[src/ebcd_pkg.sv]
// package: constants for the external bus configuration decoder
package ebcd_pkg;
  // apb register map (byte addresses)
  localparam logic [7:0] ADDR_CFG_BYTE = 8'h00;
  localparam logic [7:0] ADDR_CTRL = 8'h04;
  localparam logic [7:0] ADDR_STATUS = 8'h08;
  localparam logic [7:0] ADDR_DECODE = 8'h0C;
  // configuration byte field positions
  localparam int BIT_RSVD = 7;
  localparam int BIT_WSA_HI = 6;
  localparam int BIT_WSA_LO = 5;
  localparam int BIT_LATCH_PULSE_EXTEND = 4;
  localparam int BIT_MSS_HI = 3;
  localparam int BIT_MSS_LO = 2;
  localparam int BIT_PAGE = 1;
  localparam int BIT_SRC = 0;
  localparam logic [7:0] CFG_RESET = 8'hFF;
  // wait state counts
  localparam logic [1:0] WAIT_00 = 2'h3;
  localparam logic [1:0] WAIT_01 = 2'h2;
  localparam logic [1:0] WAIT_10 = 2'h1;
  localparam logic [1:0] WAIT_11 = 2'h0;
  // latch pulse widths in oscillator periods
  localparam logic [1:0] ALE_LONG = 2'h3;
  localparam logic [1:0] ALE_SHORT = 2'h1;
  // address widths
  localparam logic [4:0] AW_18 = 5'h12;
  localparam logic [4:0] AW_17 = 5'h11;
  localparam logic [4:0] AW_16 = 5'h10;
  // memory regions
  localparam logic [7:0] REG_00 = 8'h00;
  localparam logic [7:0] REG_01 = 8'h01;
  localparam logic [7:0] REG_FE = 8'hFE;
  localparam logic [7:0] REG_FF = 8'hFF;
  // fetch sequencer states
  typedef enum logic [3:0] {
    EBCD_IDLE   = 4'h1,
    EBCD_FETCH1 = 4'h2,
    EBCD_FETCH2 = 4'h4,
    EBCD_DONE   = 4'h8
  } ebcd_state_t;
endpackage : ebcd_pkg

[src/ebcd_decode.sv]
// module: combinational decode of the configuration byte
`timescale 1ns/1ps
module ebcd_decode (
  input wire logic [7:0] cfg_i,
  output logic [1:0] wait_states_o,
  output logic [1:0] ale_width_o,
  output logic [4:0] addr_width_o,
  output logic page_mode_o,
  output logic source_mode_o
);
  logic [1:0] wsel;
  logic [1:0] msel;
  assign wsel = {cfg_i[ebcd_pkg::BIT_WSA_HI], cfg_i[ebcd_pkg::BIT_WSA_LO]};
  assign msel = {cfg_i[ebcd_pkg::BIT_MSS_HI], cfg_i[ebcd_pkg::BIT_MSS_LO]};
  // wait states, address width and bus mode decode
  always_comb begin
    case (wsel)
      2'h0: wait_states_o = ebcd_pkg::WAIT_00;
      2'h1: wait_states_o = ebcd_pkg::WAIT_01;
      2'h2: wait_states_o = ebcd_pkg::WAIT_10;
      default: wait_states_o = ebcd_pkg::WAIT_11;
    endcase
    case (msel)
      2'h0: addr_width_o = ebcd_pkg::AW_18;
      2'h1: addr_width_o = ebcd_pkg::AW_17;
      default: addr_width_o = ebcd_pkg::AW_16;
    endcase
    ale_width_o = cfg_i[ebcd_pkg::BIT_LATCH_PULSE_EXTEND] ? ebcd_pkg::ALE_SHORT
                                            : ebcd_pkg::ALE_LONG;
    page_mode_o = ~cfg_i[ebcd_pkg::BIT_PAGE];
    source_mode_o = cfg_i[ebcd_pkg::BIT_SRC];
  end
endmodule : ebcd_decode

[src/ebcd_top.sv]
// module: external bus configuration decoder with apb access
`timescale 1ns/1ps
module ebcd_top (
  input wire logic mclk_i,
  input wire logic rst_i,
  // apb slave
  input wire logic psel_i,
  input wire logic penable_i,
  input wire logic pwrite_i,
  input wire logic [7:0] paddr_i,
  input wire logic [31:0] pwdata_i,
  output logic [31:0] prdata_o,
  output logic pready_o,
  output logic pslverr_o,
  // configuration fetch from non-volatile storage
  input wire logic [7:0] cfg_data_i,
  input wire logic port2_bit1_pin_i,
  // access under way: region and address from the core
  input wire logic [7:0] region_i,
  input wire logic [17:0] addr_i,
  // decoded settings
  output logic [1:0] wait_states_o,
  output logic [1:0] ale_width_o,
  output logic [4:0] addr_width_o,
  output logic page_mode_o,
  output logic source_mode_o,
  output logic port1_bit7_pin_o,
  output logic port1_bit7_pin_oe_o,
  output logic port3_bit7_pin_o,
  output logic port3_bit7_pin_oe_o,
  output logic p37_is_rd_o,
  output logic program_strobe_n_reads_o,
  output logic cfg_valid_o
);
  ////////////////////////////////////////////////////////////////////////
  // input synchronisers
  logic [7:0] cfg_s1_reg;
  logic [7:0] cfg_s2_reg;
  logic p21_s1_reg;
  logic p21_s2_reg;
  // two-stage capture of pins from outside the clock domain
  // kept running through reset so the first fetch sees settled straps
  always_ff @(posedge mclk_i) begin
    cfg_s1_reg <= cfg_data_i;
    cfg_s2_reg <= cfg_s1_reg;
    p21_s1_reg <= port2_bit1_pin_i;
    p21_s2_reg <= p21_s1_reg;
  end

  ////////////////////////////////////////////////////////////////////////
  // fetch sequencer
  ebcd_pkg::ebcd_state_t state_reg;
  ebcd_pkg::ebcd_state_t state_next;
  logic [7:0] cfg_reg;
  logic page_fetch_reg;
  logic refetch_req;
  // state advance: two fetches after reset or on software request
  always_comb begin
    case (state_reg)
      ebcd_pkg::EBCD_IDLE: state_next = ebcd_pkg::EBCD_FETCH1;
      ebcd_pkg::EBCD_FETCH1: state_next = ebcd_pkg::EBCD_FETCH2;
      ebcd_pkg::EBCD_FETCH2: state_next = ebcd_pkg::EBCD_DONE;
      ebcd_pkg::EBCD_DONE: state_next = refetch_req ? ebcd_pkg::EBCD_IDLE
                                                     : ebcd_pkg::EBCD_DONE;
      default: state_next = ebcd_pkg::EBCD_IDLE;
    endcase
  end
  always_ff @(posedge mclk_i or posedge rst_i) begin
    if (rst_i) begin
      state_reg <= ebcd_pkg::EBCD_IDLE;
    end else begin
      state_reg <= state_next;
    end
  end
  // capture byte; port2 bit1 at first fetch selects page mode
  always_ff @(posedge mclk_i or posedge rst_i) begin
    if (rst_i) begin
      cfg_reg <= ebcd_pkg::CFG_RESET;
      page_fetch_reg <= 1'b0;
    end else if (state_reg == ebcd_pkg::EBCD_FETCH1) begin
      page_fetch_reg <= ~p21_s2_reg;
      cfg_reg <= cfg_s2_reg;
    end else if (state_reg == ebcd_pkg::EBCD_FETCH2) begin
      // second fetch keeps page bit per first-fetch strap
      cfg_reg <= {cfg_s2_reg[7:2], ~page_fetch_reg, cfg_s2_reg[0]};
    end
  end

  ////////////////////////////////////////////////////////////////////////
  // decode
  logic [1:0] dec_wait;
  logic [1:0] dec_ale;
  logic [4:0] dec_aw;
  logic dec_page;
  logic dec_src;
  ebcd_decode u_decode (
    .cfg_i(cfg_reg),
    .wait_states_o(dec_wait),
    .ale_width_o(dec_ale),
    .addr_width_o(dec_aw),
    .page_mode_o(dec_page),
    .source_mode_o(dec_src)
  );
  logic [1:0] msel;
  logic cfg_valid;
  assign msel = {cfg_reg[ebcd_pkg::BIT_MSS_HI], cfg_reg[ebcd_pkg::BIT_MSS_LO]};
  assign cfg_valid = (state_reg == ebcd_pkg::EBCD_DONE);

  ////////////////////////////////////////////////////////////////////////
  // registered outputs for the external bus
  always_ff @(posedge mclk_i or posedge rst_i) begin
    if (rst_i) begin
      wait_states_o <= ebcd_pkg::WAIT_00;
      ale_width_o <= ebcd_pkg::ALE_LONG;
      addr_width_o <= ebcd_pkg::AW_16;
      page_mode_o <= 1'b0;
      source_mode_o <= 1'b0;
      cfg_valid_o <= 1'b0;
    end else begin
      // region 01 never takes the configured count
      wait_states_o <= (region_i == ebcd_pkg::REG_01) ? ebcd_pkg::WAIT_11
                                                       : dec_wait;
      ale_width_o <= dec_ale;
      addr_width_o <= dec_aw;
      page_mode_o <= dec_page;
      source_mode_o <= dec_src;
      cfg_valid_o <= cfg_valid;
    end
  end
  // pin roles for port1 bit7 and port3 bit7 and the strobes
  always_ff @(posedge mclk_i or posedge rst_i) begin
    if (rst_i) begin
      port1_bit7_pin_o <= 1'b0;
      port1_bit7_pin_oe_o <= 1'b0;
      port3_bit7_pin_o <= 1'b0;
      port3_bit7_pin_oe_o <= 1'b0;
      p37_is_rd_o <= 1'b0;
      program_strobe_n_reads_o <= 1'b0;
    end else begin
      case (msel)
        2'h0: begin
          port1_bit7_pin_o <= addr_i[17];
          port1_bit7_pin_oe_o <= 1'b1;
          port3_bit7_pin_o <= addr_i[16];
          port3_bit7_pin_oe_o <= 1'b1;
          p37_is_rd_o <= 1'b0;
          program_strobe_n_reads_o <= 1'b1;
        end
        2'h1: begin
          port1_bit7_pin_o <= 1'b0;
          port1_bit7_pin_oe_o <= 1'b0;
          port3_bit7_pin_o <= addr_i[16];
          port3_bit7_pin_oe_o <= 1'b1;
          p37_is_rd_o <= 1'b0;
          program_strobe_n_reads_o <= 1'b1;
        end
        2'h2: begin
          port1_bit7_pin_o <= 1'b0;
          port1_bit7_pin_oe_o <= 1'b0;
          port3_bit7_pin_o <= 1'b0;
          port3_bit7_pin_oe_o <= 1'b0;
          p37_is_rd_o <= 1'b0;
          program_strobe_n_reads_o <= 1'b1;
        end
        default: begin
          // separate data and code spaces
          port1_bit7_pin_o <= 1'b0;
          port1_bit7_pin_oe_o <= 1'b0;
          port3_bit7_pin_o <= 1'b0;
          port3_bit7_pin_oe_o <= 1'b0;
          p37_is_rd_o <= (region_i == ebcd_pkg::REG_00) ||
                         (region_i == ebcd_pkg::REG_01);
          program_strobe_n_reads_o <= (region_i == ebcd_pkg::REG_FE) ||
                          (region_i == ebcd_pkg::REG_FF);
        end
      endcase
    end
  end

  ////////////////////////////////////////////////////////////////////////
  // apb slave, zero wait
  logic apb_access;
  logic apb_wr;
  logic hit;
  logic [31:0] rdata;
  assign apb_access = psel_i & penable_i;
  assign apb_wr = apb_access & pwrite_i;
  assign refetch_req = apb_wr & (paddr_i == ebcd_pkg::ADDR_CTRL) & pwdata_i[0];
  // read mux
  always_comb begin
    hit = 1'b1;
    rdata = 32'h0000_0000;
    case (paddr_i)
      ebcd_pkg::ADDR_CFG_BYTE: rdata = {24'h00_0000, cfg_reg};
      ebcd_pkg::ADDR_CTRL: rdata = 32'h0000_0000;
      ebcd_pkg::ADDR_STATUS:
        rdata = {27'h000_0000, state_reg, cfg_valid};
      ebcd_pkg::ADDR_DECODE:
        rdata = {21'h00_0000, dec_aw, dec_ale, dec_wait, dec_page, dec_src};
      default: hit = 1'b0;
    endcase
  end
  // answer in the access cycle; writes to read-only words flag an error
  always_ff @(posedge mclk_i or posedge rst_i) begin
    if (rst_i) begin
      prdata_o <= 32'h0000_0000;
      pready_o <= 1'b0;
      pslverr_o <= 1'b0;
    end else begin
      pready_o <= psel_i & ~penable_i;
      prdata_o <= (psel_i & ~penable_i & ~pwrite_i) ? rdata : 32'h0000_0000;
      pslverr_o <= psel_i & ~penable_i &
                   (~hit | (pwrite_i & (paddr_i != ebcd_pkg::ADDR_CTRL)));
    end
  end
endmodule : ebcd_top

[config.mk]
export PLATFORM = sky130hd
export DESIGN_NAME = ebcd_top
export DESIGN_NICKNAME = d
export VERILOG_FILES = /design/src/ebcd_pkg.sv /design/src/ebcd_decode.sv /design/src/ebcd_top.sv
export SDC_FILE = /design/constraint.sdc
export NUM_CORES = 1
export LEC_CHECK = 0
export ABC_AREA = 1
export BUFFER_PORTS_ARGS = -buffer_cell sky130_fd_sc_hd__buf_4
export CORE_MARGIN = 2
export CORE_UTILIZATION = 30
export DETAILED_ROUTE_END_ITERATION = 8
export HOLD_SLACK_MARGIN = 0.08
export SLEW_MARGIN = 25
export SYNTH_ARGS = -nofsm -noshare
export SYNTH_HDL_FRONTEND = slang
export SYNTH_SLANG_ARGS = --single-unit
[constraint.sdc]
create_clock -name mclk_i -period 1.3 [get_ports mclk_i]
set_input_delay 0.26 -clock mclk_i [delete_from_list [all_inputs] [get_ports mclk_i]]
set_output_delay 0.26 -clock mclk_i [all_outputs]
set_load 0.05 [all_outputs]
==> qor.yml, run 1 <==
grt:
  grt_use_total: 0.0973
  grt_antenna_before_repair: 0
  grt_start_max_net_pins: 38
  grt_first_pass_wirelength_um: 6440
  gr-total-overflow: 0
  grt_pass1_vias: 1455
final_layout:
  fin_area_um2: 2950
  n_antenna_cell: 0
  drive_gt1_frac: 0.364
  area_growth_pct: 29.5
  largest-register: "prdata_o"
  final_nets: 381
  largest_reg_flops: 9
yosys:
  synth_cell_types: 32
  synth_area_leaders: "dfrtp_1 (27%), dfxtp_1 (16%), dfstp_2 (14%), buf_4 (9.2%), nand2_1 (4.9%)"
  syn_area_per_cell_um2: 9.90
  syn_inst: 230
  synthArstFlopShare: 0.673
  synth_area_leader_cell: "dfrtp_1"
  ys_seq_elements: 55
  synth_edf_count: 0
  seq_area_frac_synth: 0.571
  netlist_area_um2: 2280
  yosys_warnings: 0
  synth_top_area_share: 0.275
  ys.flop_type: "dfrtp_1"
min_path:
  hold_start: "region_i[7]"
  min_path_cells: 2
  min_path_type: "primary input to flop"
  whs_endpoint: "p37_is_rd_o"
timing:
  finalHoldViolCount: 0
  setup_viol: 0
  fin_crit_sh: 0.978
  min_period_ns: 1.27
  fin_tns_setup_ns: 0
  slew_violations: 0
  fin_skew_ns: 0.00582
  fmax_ghz: 0.787
  rsz0062_at_grt: "false"
pwr:
  total_leakage_power_nw: 1.42
  pwr_density_cell_nw_per_um2: 1890
  irDropWorstVdd_mv: 0.579
die:
  pin_count: 132
  num_rows: 31
  core_area_um2: 7290
  die_h_um: 91.1
  die-area_um2: 8300
  die_w_um: 91.1
  initial_core_util: 0.312
flow_run:
  maxCapViolations: 0
detailed_routing:
  wl_um: 3870
  ant_nets: 0
  vias: 1537
  dr.pass1.iters: 4
  viasPerCell: 3.83
  wl_per_cell_um: 9.66
  drc: 0
  drtIter0Drc: 39
worst_setup_path:
  worstPathRequired_ns: 1.04
  slowest_stage: "dfstp_2"
  arrival_ns: 1.01
  reg2reg_to: "state_reg[0]"
  cp_max_fo: 1
  crit_type: "flop to output port"
  r2r_start: "state_reg[0]"
  crit_chain: "buf_4"
  r2r_cells: 6
  cp_top_family: "flip-flops"
  rrSetupSlack_ns: 0.11
  worstPathBufferInverterCount: 1
  crit_path_start_kind: "flop"
  endpoint_kind: "output port"
  critPathMaxStageDelay_ns: 0.52
clock_tree:
  cts_root_buf: "clkbuf_8"
  clk_path_buf_depth: 2
  clkTransAtPathRegs_ns: 0.09
  cts_sinks: 55
  cts_setup_buffers: 0
  tritoncts.num_buffers: 5
  htreeDepth: 2
  cts_tree: "built"
  clock_latency_ns: 0.31
placed_design:
  dpl-instance-area_um2: 2710
  place_hpwl_um: 2920
  gp_congestion: 0.795
  portBuffers: 57
status:
  status: "finished clean"
-- power breakdown --
| group | internal (mW) | switching [mW] | leakage [nW] |
|---|---|---|---|
| Clock | 0.485 | 0.522 | 0.0505 |
| Sequential | 2.21 | 0.240 | 0.604 |
| Combinational | 0.642 | 1.46 | 0.769 |
-- worst register-to-register path: cells and delay by family (launching register included) --
family,cells,cell delay [ns]
flip-flops,1,0.57
AO/OA/AOI/OAI,1,0.07
buffers and inverters,1,0.07
AND/OR/NAND/NOR,4,0.41
-- worst max path at each step --
stage,from,end,slack (ns),cells past startpoint
2_1_floorplan,addr_width_o[1],addr_width_o[1],0.15,1
3_3_place_gp,state_reg[0],state_reg[0],0.07,6
3_5_place_dp,state_reg[0],state_reg[0],0.03,6
4_1_cts,wait_states_o[0],wait_states_o[0],0.002,1
5_1_grt,ale_width_o[1],ale_width_o[1],0.0005,1
6_report,ale_width_o[1],ale_width_o[1],0.03,1
-- cells in the final DEF, fill, tap and decap left out, drive strengths merged, types with 3 or more instances in the layout --
cell type,n
o21ai,9
buf,59
nor2,33
dfstp,12
nand2,39
nand3,19
nand4,3
conb,27
nor3,6
inv,25
dfxtp,18
dlygate4sd3,10
clkbuf,7
dfrtp,25
-- cell usage after synthesis (2+ instances only) --
library cell,instances
buf_4,28
conb_1,2
dfrtp_1,25
dfstp_2,12
dfxtp_1,18
inv_1,23
inv_2,2
nand2_1,30
nand2_2,7
nand2_4,2
nand3_1,17
nand4_1,2
nor2_1,25
nor2_2,6
nor2_4,2
nor3_1,6
nor4_1,2
o21ai_0,2
o21ai_2,6
-- layer usage --
layer / global-route usage / wire [um] / vias up
met4: 0.0530 / 59 / 0
met2: 0.152 / 1860 / 49
met1: 0.120 / 1680 / 679
li1: - / - / 804
met3: 0.0307 / 275 / 5
met5: 0 / 0 / -
-- area by class of cell --
| class | instances | area, um^2 |
|---|---|---|
| Fill cell | 761 | 4340 |
| Sequential cell | 55 | 1300 |
| Multi-Input combinational cell | 143 | 749 |
| Timing Repair Buffer | 69 | 563 |
| Tap cell | 99 | 124 |
| Inverter | 27 | 106 |
| Clock buffer | 7 | 96.3 |
| Clock inverter | 1 | 7.51 |
-- metrics by stage --
stage	utilization	power [mW]	setup WS, ns	hold slack [ns]	instances
after floorplan	-	4.08	0.154	0.288	255
after global placement	0.372	4.49	0.0730	0.314	383
after detailed placement	0.372	4.52	0.0340	0.313	383
after CTS	0.400	5.57	0.00189	0.110	401
after global routing	0.404	5.88	0.000528	0.127	401
final	0.404	5.57	0.0286	0.126	401
-- cells by family (layout without fill, tap and decap cells) --
logic type / count (synthesis) / in the layout / synth area share
buffers and inverters: 57 / 104 / 0.151
other: 2 / 27 / 0.00330
and+or+nand+nor: 104 / 104 / 0.231
AOI/OAI and AO/OA: 12 / 12 / 0.0434
DFF: 55 / 55 / 0.571
-- repair_timing --
action | 4_1_cts | 5_1_grt
setup endpoints to repair | 0 | 6
endpoints found under the hold margin | 34 | 0
hold buffers | 10 | 0
gates resized for setup | 0 | 5
No activity file was read; power rests on OpenSTA's default activity.
==> run 2: changes to the inputs <==
SETUP_SLACK_MARGIN = 0.4   (was unset)
SYNTH_HIERARCHICAL = 1   (was unset)
==> run 2 against run 1 <==
  * Routed wire length grew 28%
  * Worst setup slack worse by 0.025 ns
  * Largest cell class unchanged
  * Critical endpoint unchanged
  * Area after synthesis rose by 5.3%
  * Fmax shrank 1.9%
  * Final cell count up 13%
  * Clock-buffer cell count is 5 higher
  * Sequential power is 14% higher
  * Register-to-register slack got worse by 0.04 ns
  * Via count grew 20%
  * Critical path type unchanged
  * Combinational power is 45% higher
  * Core utilization is 8.7 points higher
==> qor.yml, run 2 <==
status:
  status: "finished clean"
worst_setup_path:
  crit_path_start_kind: "flop"
  crit_start: "ale_width_o[1]"
  worstPathBufferInverterCount: 1
  cp_top_family: "flip-flops"
  endpoint_kind: "output port"
  rrSetupSlack_ns: 0.07
  reg2reg_to: "state_reg[0]"
  critPathMaxStageDelay_ns: 0.56
  cp.depth: 1
  cp_max_fo: 1
  r2r_start: "state_reg[0]"
  arrival_ns: 1.04
  r2r_cells: 7
  slowest_stage: "dfstp_2"
  crit_path_end: "ale_width_o[1]"
  crit_chain: "buf_8"
  worstPathRequired_ns: 1.04
  crit_type: "flop to output port"
pwr:
  irDropWorstVdd_mv: 0.656
  finalPower_mw: 7.47
  pwr_density_cell_nw_per_um2: 1970
  total_leakage_power_nw: 1.86
final_layout:
  largest_reg_flops: 11
  most-common-layout-cells: "nand2_1 (41), buf_6 (41), buf_4 (39)"
  area_growth_pct: 58.2
  largest-register: "prdata_o"
  instances_no_fill: 453
  finish.utilization: 0.491
  drive_gt1_frac: 0.504
  n_antenna_cell: 0
  nFillCells: 701
  final_nets: 426
detailed_routing:
  viasPerCell: 4.08
  dr.pass1.iters: 4
  drtIter0Drc: 66
  vias: 1847
  drc: 0
  wl_um: 4960
  ant_nets: 0
  wl_per_cell_um: 10.9
clock_tree:
  clk_path_buf_depth: 2
  cts_root_buf: "clkbuf_8"
  cts_sinks: 62
  clkTransAtPathRegs_ns: 0.07
  tritoncts.num_buffers: 9
  cts_tree: "built"
  clock_latency_ns: 0.33
  htreeDepth: 3
yosys:
  synth_common_cells: "nand2_1 (47), dfrtp_1 (30), inv_1 (29)"
  seq_area_frac_synth: 0.617
  synth_top_family_by_area: "simple AND/OR/NAND/NOR gates"
  netlist_area_um2: 2400
  synth_fa_ha_area_frac: 0
  syn_inst: 244
  synth.area.mux_share: 0
  synth_top_area_share: 0.313
  yosys_warnings: 6
  synth_compound_area_frac: 0.0209
  synth_edf_count: 0
  synthXorXnorAreaFrac: 0
  synth-simple-area-share: 0.222
  synth_area_leaders: "dfrtp_1 (31%), dfstp_2 (15%), dfxtp_1 (15%), buf_4 (8.1%), nand2_1 (7.4%)"
  synth_area_leader_cell: "dfrtp_1"
  ys.flop_type: "dfrtp_1"
  syn_area_per_cell_um2: 9.82
  synthMostInstantiatedCell: "nand2_1"
  synthArstFlopShare: 0.710
  synth_cell_types: 28
  ys_seq_elements: 62
timing:
  fin_skew_ns: 0.0104
  fin_tns_setup_ns: 0
  fmax_ghz: 0.771
  slew_violations: 0
  hold_ws_ns: 0.113
  finalHoldViolCount: 0
  rsz0062_at_grt: "true"
  min_period_ns: 1.30
  fin_crit_sh: 0.997
  setup_viol: 0
placed_design:
  place_hpwl_um: 3190
  gp_congestion: 0.783
  place_inst: 407
  portBuffers: 63
die:
  pin_count: 132
  die_w_um: 93.4
  core_area_um2: 7730
  num_rows: 32
  initial_core_util: 0.310
  die_h_um: 93.4
  die-area_um2: 8720
grt:
  grt_first_pass_wirelength_um: 7960
  grt_start_max_net_pins: 45
  grt_pass1_vias: 1840
  grt_antenna_before_repair: 0
  gr-total-overflow: 0
  grt_use_total: 0.118
flow_run:
  maxCapViolations: 0
min_path:
  min_path_type: "primary input to flop"
## run 2: changes by cell type after synthesis, sizes merged, moves of 2 or more
cell	change
nand2	+11
nand3	+9
nor2	-7
o21ai	-6
dfrtp	+5
inv	+4
a21oi	+3
nor3	-3
buf	-2
dfstp	+2
o2111ai	-2
## run 2: per-stage QoR
step / setup slack, ns / cell area (um^2)
finish: 0.00381 / 3790
global route: -0.0141 / 3790
CTS: -0.00759 / 3670
detailed placement: -0.00110 / 2960
global placement: 0.0243 / 2960
floorplan: 0.195 / 2530
## run 2: worst min-delay path by stage
stage / slack [ns] / to / cells after the start / from
4_1_cts: 0.10 / p37_is_rd_o / 2 / region_i[7]
3_3_place_gp: 0.31 / cfg_s2_reg[3] / 0 / cfg_s1_reg[3]
2_1_floorplan: 0.26 / addr_width_o[0] / 1 / rst_i
6_report: 0.11 / p37_is_rd_o / 2 / region_i[7]
5_1_grt: 0.11 / p37_is_rd_o / 2 / region_i[7]
3_5_place_dp: 0.31 / cfg_s2_reg[1] / 0 / cfg_s1_reg[1]
## run 2: area by class of cell
type | count | area [um^2] | area share
Multi-Input combinational cell | 146 | 908 | 0.239
Sequential cell | 62 | 1480 | 0.390
Tap cell | 102 | 128 | 0.0336
Clock inverter | 4 | 27.5 | 0.00726
Timing Repair Buffer | 97 | 965 | 0.254
Inverter | 30 | 121 | 0.0320
Clock buffer | 12 | 165 | 0.0435
## run 2: repair_timing
item | 4_1_cts | 5_1_grt
pin swaps | 22 | 19
cloned | 0 | 0
setup endpoints to repair | 52 | 60
buffers inserted | 15 | 5
gates resized for setup | 82 | 24
hold buffers | 10 | 0
endpoints found under the hold margin | 39 | 0
## run 2: where the power goes
part / internal [mW] / switching (mW) / total [mW] / leakage, nW
combinational: 1.32 / 1.75 / 3.07 / 1.07
sequential: 2.47 / 0.328 / 2.80 / 0.689
clock: 0.853 / 0.755 / 1.61 / 0.0993
total: 4.64 / 2.83 / 7.47 / 1.86
## run 2: per-layer routing
metal	routed length, um	GRT usage	vias to the layer above
met3	288	0.0322	12
li1	-	-	914
met5	0	0	-
met4	99	0.0600	0
met1	1980	0.131	856
met2	2590	0.207	65
## run 2: kinds of logic (layout without fill, tap and decap cells)
kind of cell,count (synthesis),in the layout
buffers and inverters,58,143
other,3,25
AND/OR/NAND/NOR,113,113
AO/OA/AOI/OAI,8,8
flip-flops,62,62
==> run 3: changes to the inputs <==
ABC_AREA = unset   (was 1)
CORE_UTILIZATION = 43   (was 30)
PLACE_DENSITY = 0.79   (was unset)
SKIP_CTS_REPAIR_TIMING = 1   (was unset)
==> run 3 against run 2 <==
  * The flow now finishes with violations (setup timing)
  * Non-clock buffer count decreased by 2
  * Die area decreased by 33%
  * Routed wire length increased by 0.52%
  * Clock power increased by 11%
  * Sequential share of layout area increased by 2.0 points
  * Sequential power increased by 5%
  * Critical path type unchanged
  * Highest routed layer unchanged
==> qor.yml, run 3 <==
status:
  status: "complete, but fails checks"
  violations: "setup timing"
die:
  die_w_um: 76.7
  die_h_um: 76.7
  num_rows: 26
  pin_count: 132
  core_area_um2: 5110
  die-area_um2: 5880
  initial_core_util: 0.445
final_layout:
  finish.utilization: 0.709
  layout.cells.most_common: "buf_4"
  largest_reg_flops: 11
  drive_gt1_frac: 0.576
  largest-register: "prdata_o"
  final_nets: 358
  instances_no_fill: 353
  nFillCells: 319
  most-common-layout-cells: "buf_4 (41), buf_6 (38), dfrtp_1 (27)"
  fin_area_um2: 3620
  area_growth_pct: 59.4
  n_antenna_cell: 0
pwr:
  power.net_switching_mw: 2.75
  comb_power_share: 0.395
  pwr_density_cell_nw_per_um2: 2160
  p_sw_frac: 0.352
  clockPowerShare: 0.230
  power_frac_seq: 0.375
  total_leakage_power_nw: 1.71
  finalPower_mw: 7.80
  irDropWorstVdd_mv: 1.32
  p_int_mw: 5.06
grt:
  grt_first_pass_wirelength_um: 6150
  gr-total-overflow: 0
  grt_start_max_net_pins: 24
  grt_antenna_before_repair: 0
  grt_use_total: 0.137
  grt_pass1_vias: 1350
min_path:
  min_path_type: "primary input to flop"
detailed_routing:
  vias: 1601
  drc: 0
  drtIter0Drc: 129
  dr.pass1.iters: 4
  ant_nets: 0
  viasPerCell: 4.54
  wl_um: 4990
  wl_per_cell_um: 14.1
worst_setup_path:
  arrival_ns: 1.05
  crit_path_start_kind: "flop"
  slowest_stage: "dfstp_2"
  crit_type: "flop to output port"
  cp_top_family: "flip-flops"
  cp_max_fo: 1
  worstPathRequired_ns: 1.04
  crit_chain: "buf_6"
  endpoint_kind: "output port"
  worstPathBufferInverterCount: 1
  critPathMaxStageDelay_ns: 0.55
clock_tree:
  clock_latency_ns: 0.34
  htreeDepth: 3
  cts_root_buf: "clkbuf_8"
  clkTransAtPathRegs_ns: 0.07
  clk_path_buf_depth: 2
  tritoncts.num_buffers: 9
  cts_tree: "built"
  cts_sinks: 62
timing:
  fmax_ghz: 0.766
  fin_tns_setup_ns: -0.00744
  rsz0062_at_grt: "true"
  fin_crit_sh: 1.00
  setup_viol: 2
  layout_setup_ws_ns: -0.00632
  fin_skew_ns: 0.0133
  relSlewSlack: 0.582
  tightestPinTransition_ns: 0.625
  min_period_ns: 1.31
  slew_violations: 0
  hold_ws_ns: 0.147
  finalHoldViolCount: 0
placed_design:
  dpl-instance-area_um2: 2860
  place_inst: 314
  gp_congestion: 0.749
  preCtsSetupSlack_ns: -0.220
  portBuffers: 63
  place_hpwl_um: 2740
yosys:
  ys_seq_elements: 62
  seq_area_frac_synth: 0.651
  synth_area_leaders: "dfrtp_1 (33%), dfstp_2 (16%), dfxtp_1 (16%), buf_4 (8.6%), mux2_2 (5.5%)"
  syn_inst: 181
  synth_area_leader_cell: "dfrtp_1"
  synth_common_cells: "dfrtp_1 (30), buf_4 (26), dfxtp_1 (18)"
  synth_edf_count: 0
  synth_top_area_share: 0.330
  netlist_area_um2: 2270
  synthArstFlopShare: 0.710
  synth_cell_types: 39
  yosys_warnings: 6
  ys.flop_type: "dfrtp_1"
  syn_area_per_cell_um2: 12.6
  synthMostInstantiatedCell: "dfrtp_1"
flow_run:
  maxCapViolations: 0
[run 3: changes by cell type in the layout (fill, tap and decap cells not counted), moves of 9 or more]
cell | before | now
nand2_1 | 41 | 1
inv_2 | 10 | 1
mux2_4 | 0 | 11
nand3_1 | 12 | 1
nand3_2 | 14 | 0
inv_1 | 18 | 6
[run 3: cells by family (layout without fill, tap and decap cells)]
| group | count (synthesis) | after routing | share of synthesized area |
|---|---|---|---|
| AO/OA/AOI/OAI | 18 | 18 | 0.0523 |
| XOR/XNOR | 1 | 1 | 0.00386 |
| buffers and inverters | 40 | 120 | 0.113 |
| flip-flops | 62 | 62 | 0.651 |
| multiplexers | 12 | 12 | 0.0589 |
| other | 3 | 25 | 0.00496 |
| AND/OR/NAND/NOR | 45 | 45 | 0.116 |
[run 3: final timing paths]
path                       slack (ns)           start          endpoint  cells past startpoint
max                            -0.006  ale_width_o[1]    ale_width_o[1]                      1
min                              0.15      addr_i[16]  port3_bit7_pin_o                      2
max reg2reg                      0.04    state_reg[1]      state_reg[0]                      4
min reg2reg                      0.33   cfg_s1_reg[0]     cfg_s2_reg[0]                      0
max in group asynchronous        0.44           rst_i        cfg_reg[2]                      4
min in group asynchronous        0.50           rst_i       prdata_o[6]                      3
[run 3: layout make-up]
class	count	area (um^2)	share of cell area
Inverter	9	42.5	0.0117
Multi-Input combinational cell	101	870	0.240
Tap cell	70	87.6	0.0242
Clock inverter	7	88.8	0.0245
Timing Repair Buffer	95	926	0.256
Clock buffer	9	124	0.0342
Sequential cell	62	1480	0.409
[run 3: power by group through the flow]
stage / sequential, mW / combinational (mW) / clock (mW)
after floorplan: 3.40 / 1.18 / 0
after global placement: 2.84 / 2.23 / 0
after detailed placement: 2.87 / 2.27 / 0
after CTS: 2.83 / 2.28 / 1.80
after global routing: 2.98 / 3.24 / 1.93
final: 2.93 / 3.08 / 1.79
[run 3: per-layer routing]
metal,up-vias,GRT usage,wire (um)
li1,749,-,-
met1,751,0.170,1950
met2,90,0.195,2640
met3,11,0.0588,288
met4,0,0.0873,107
met5,-,0,0
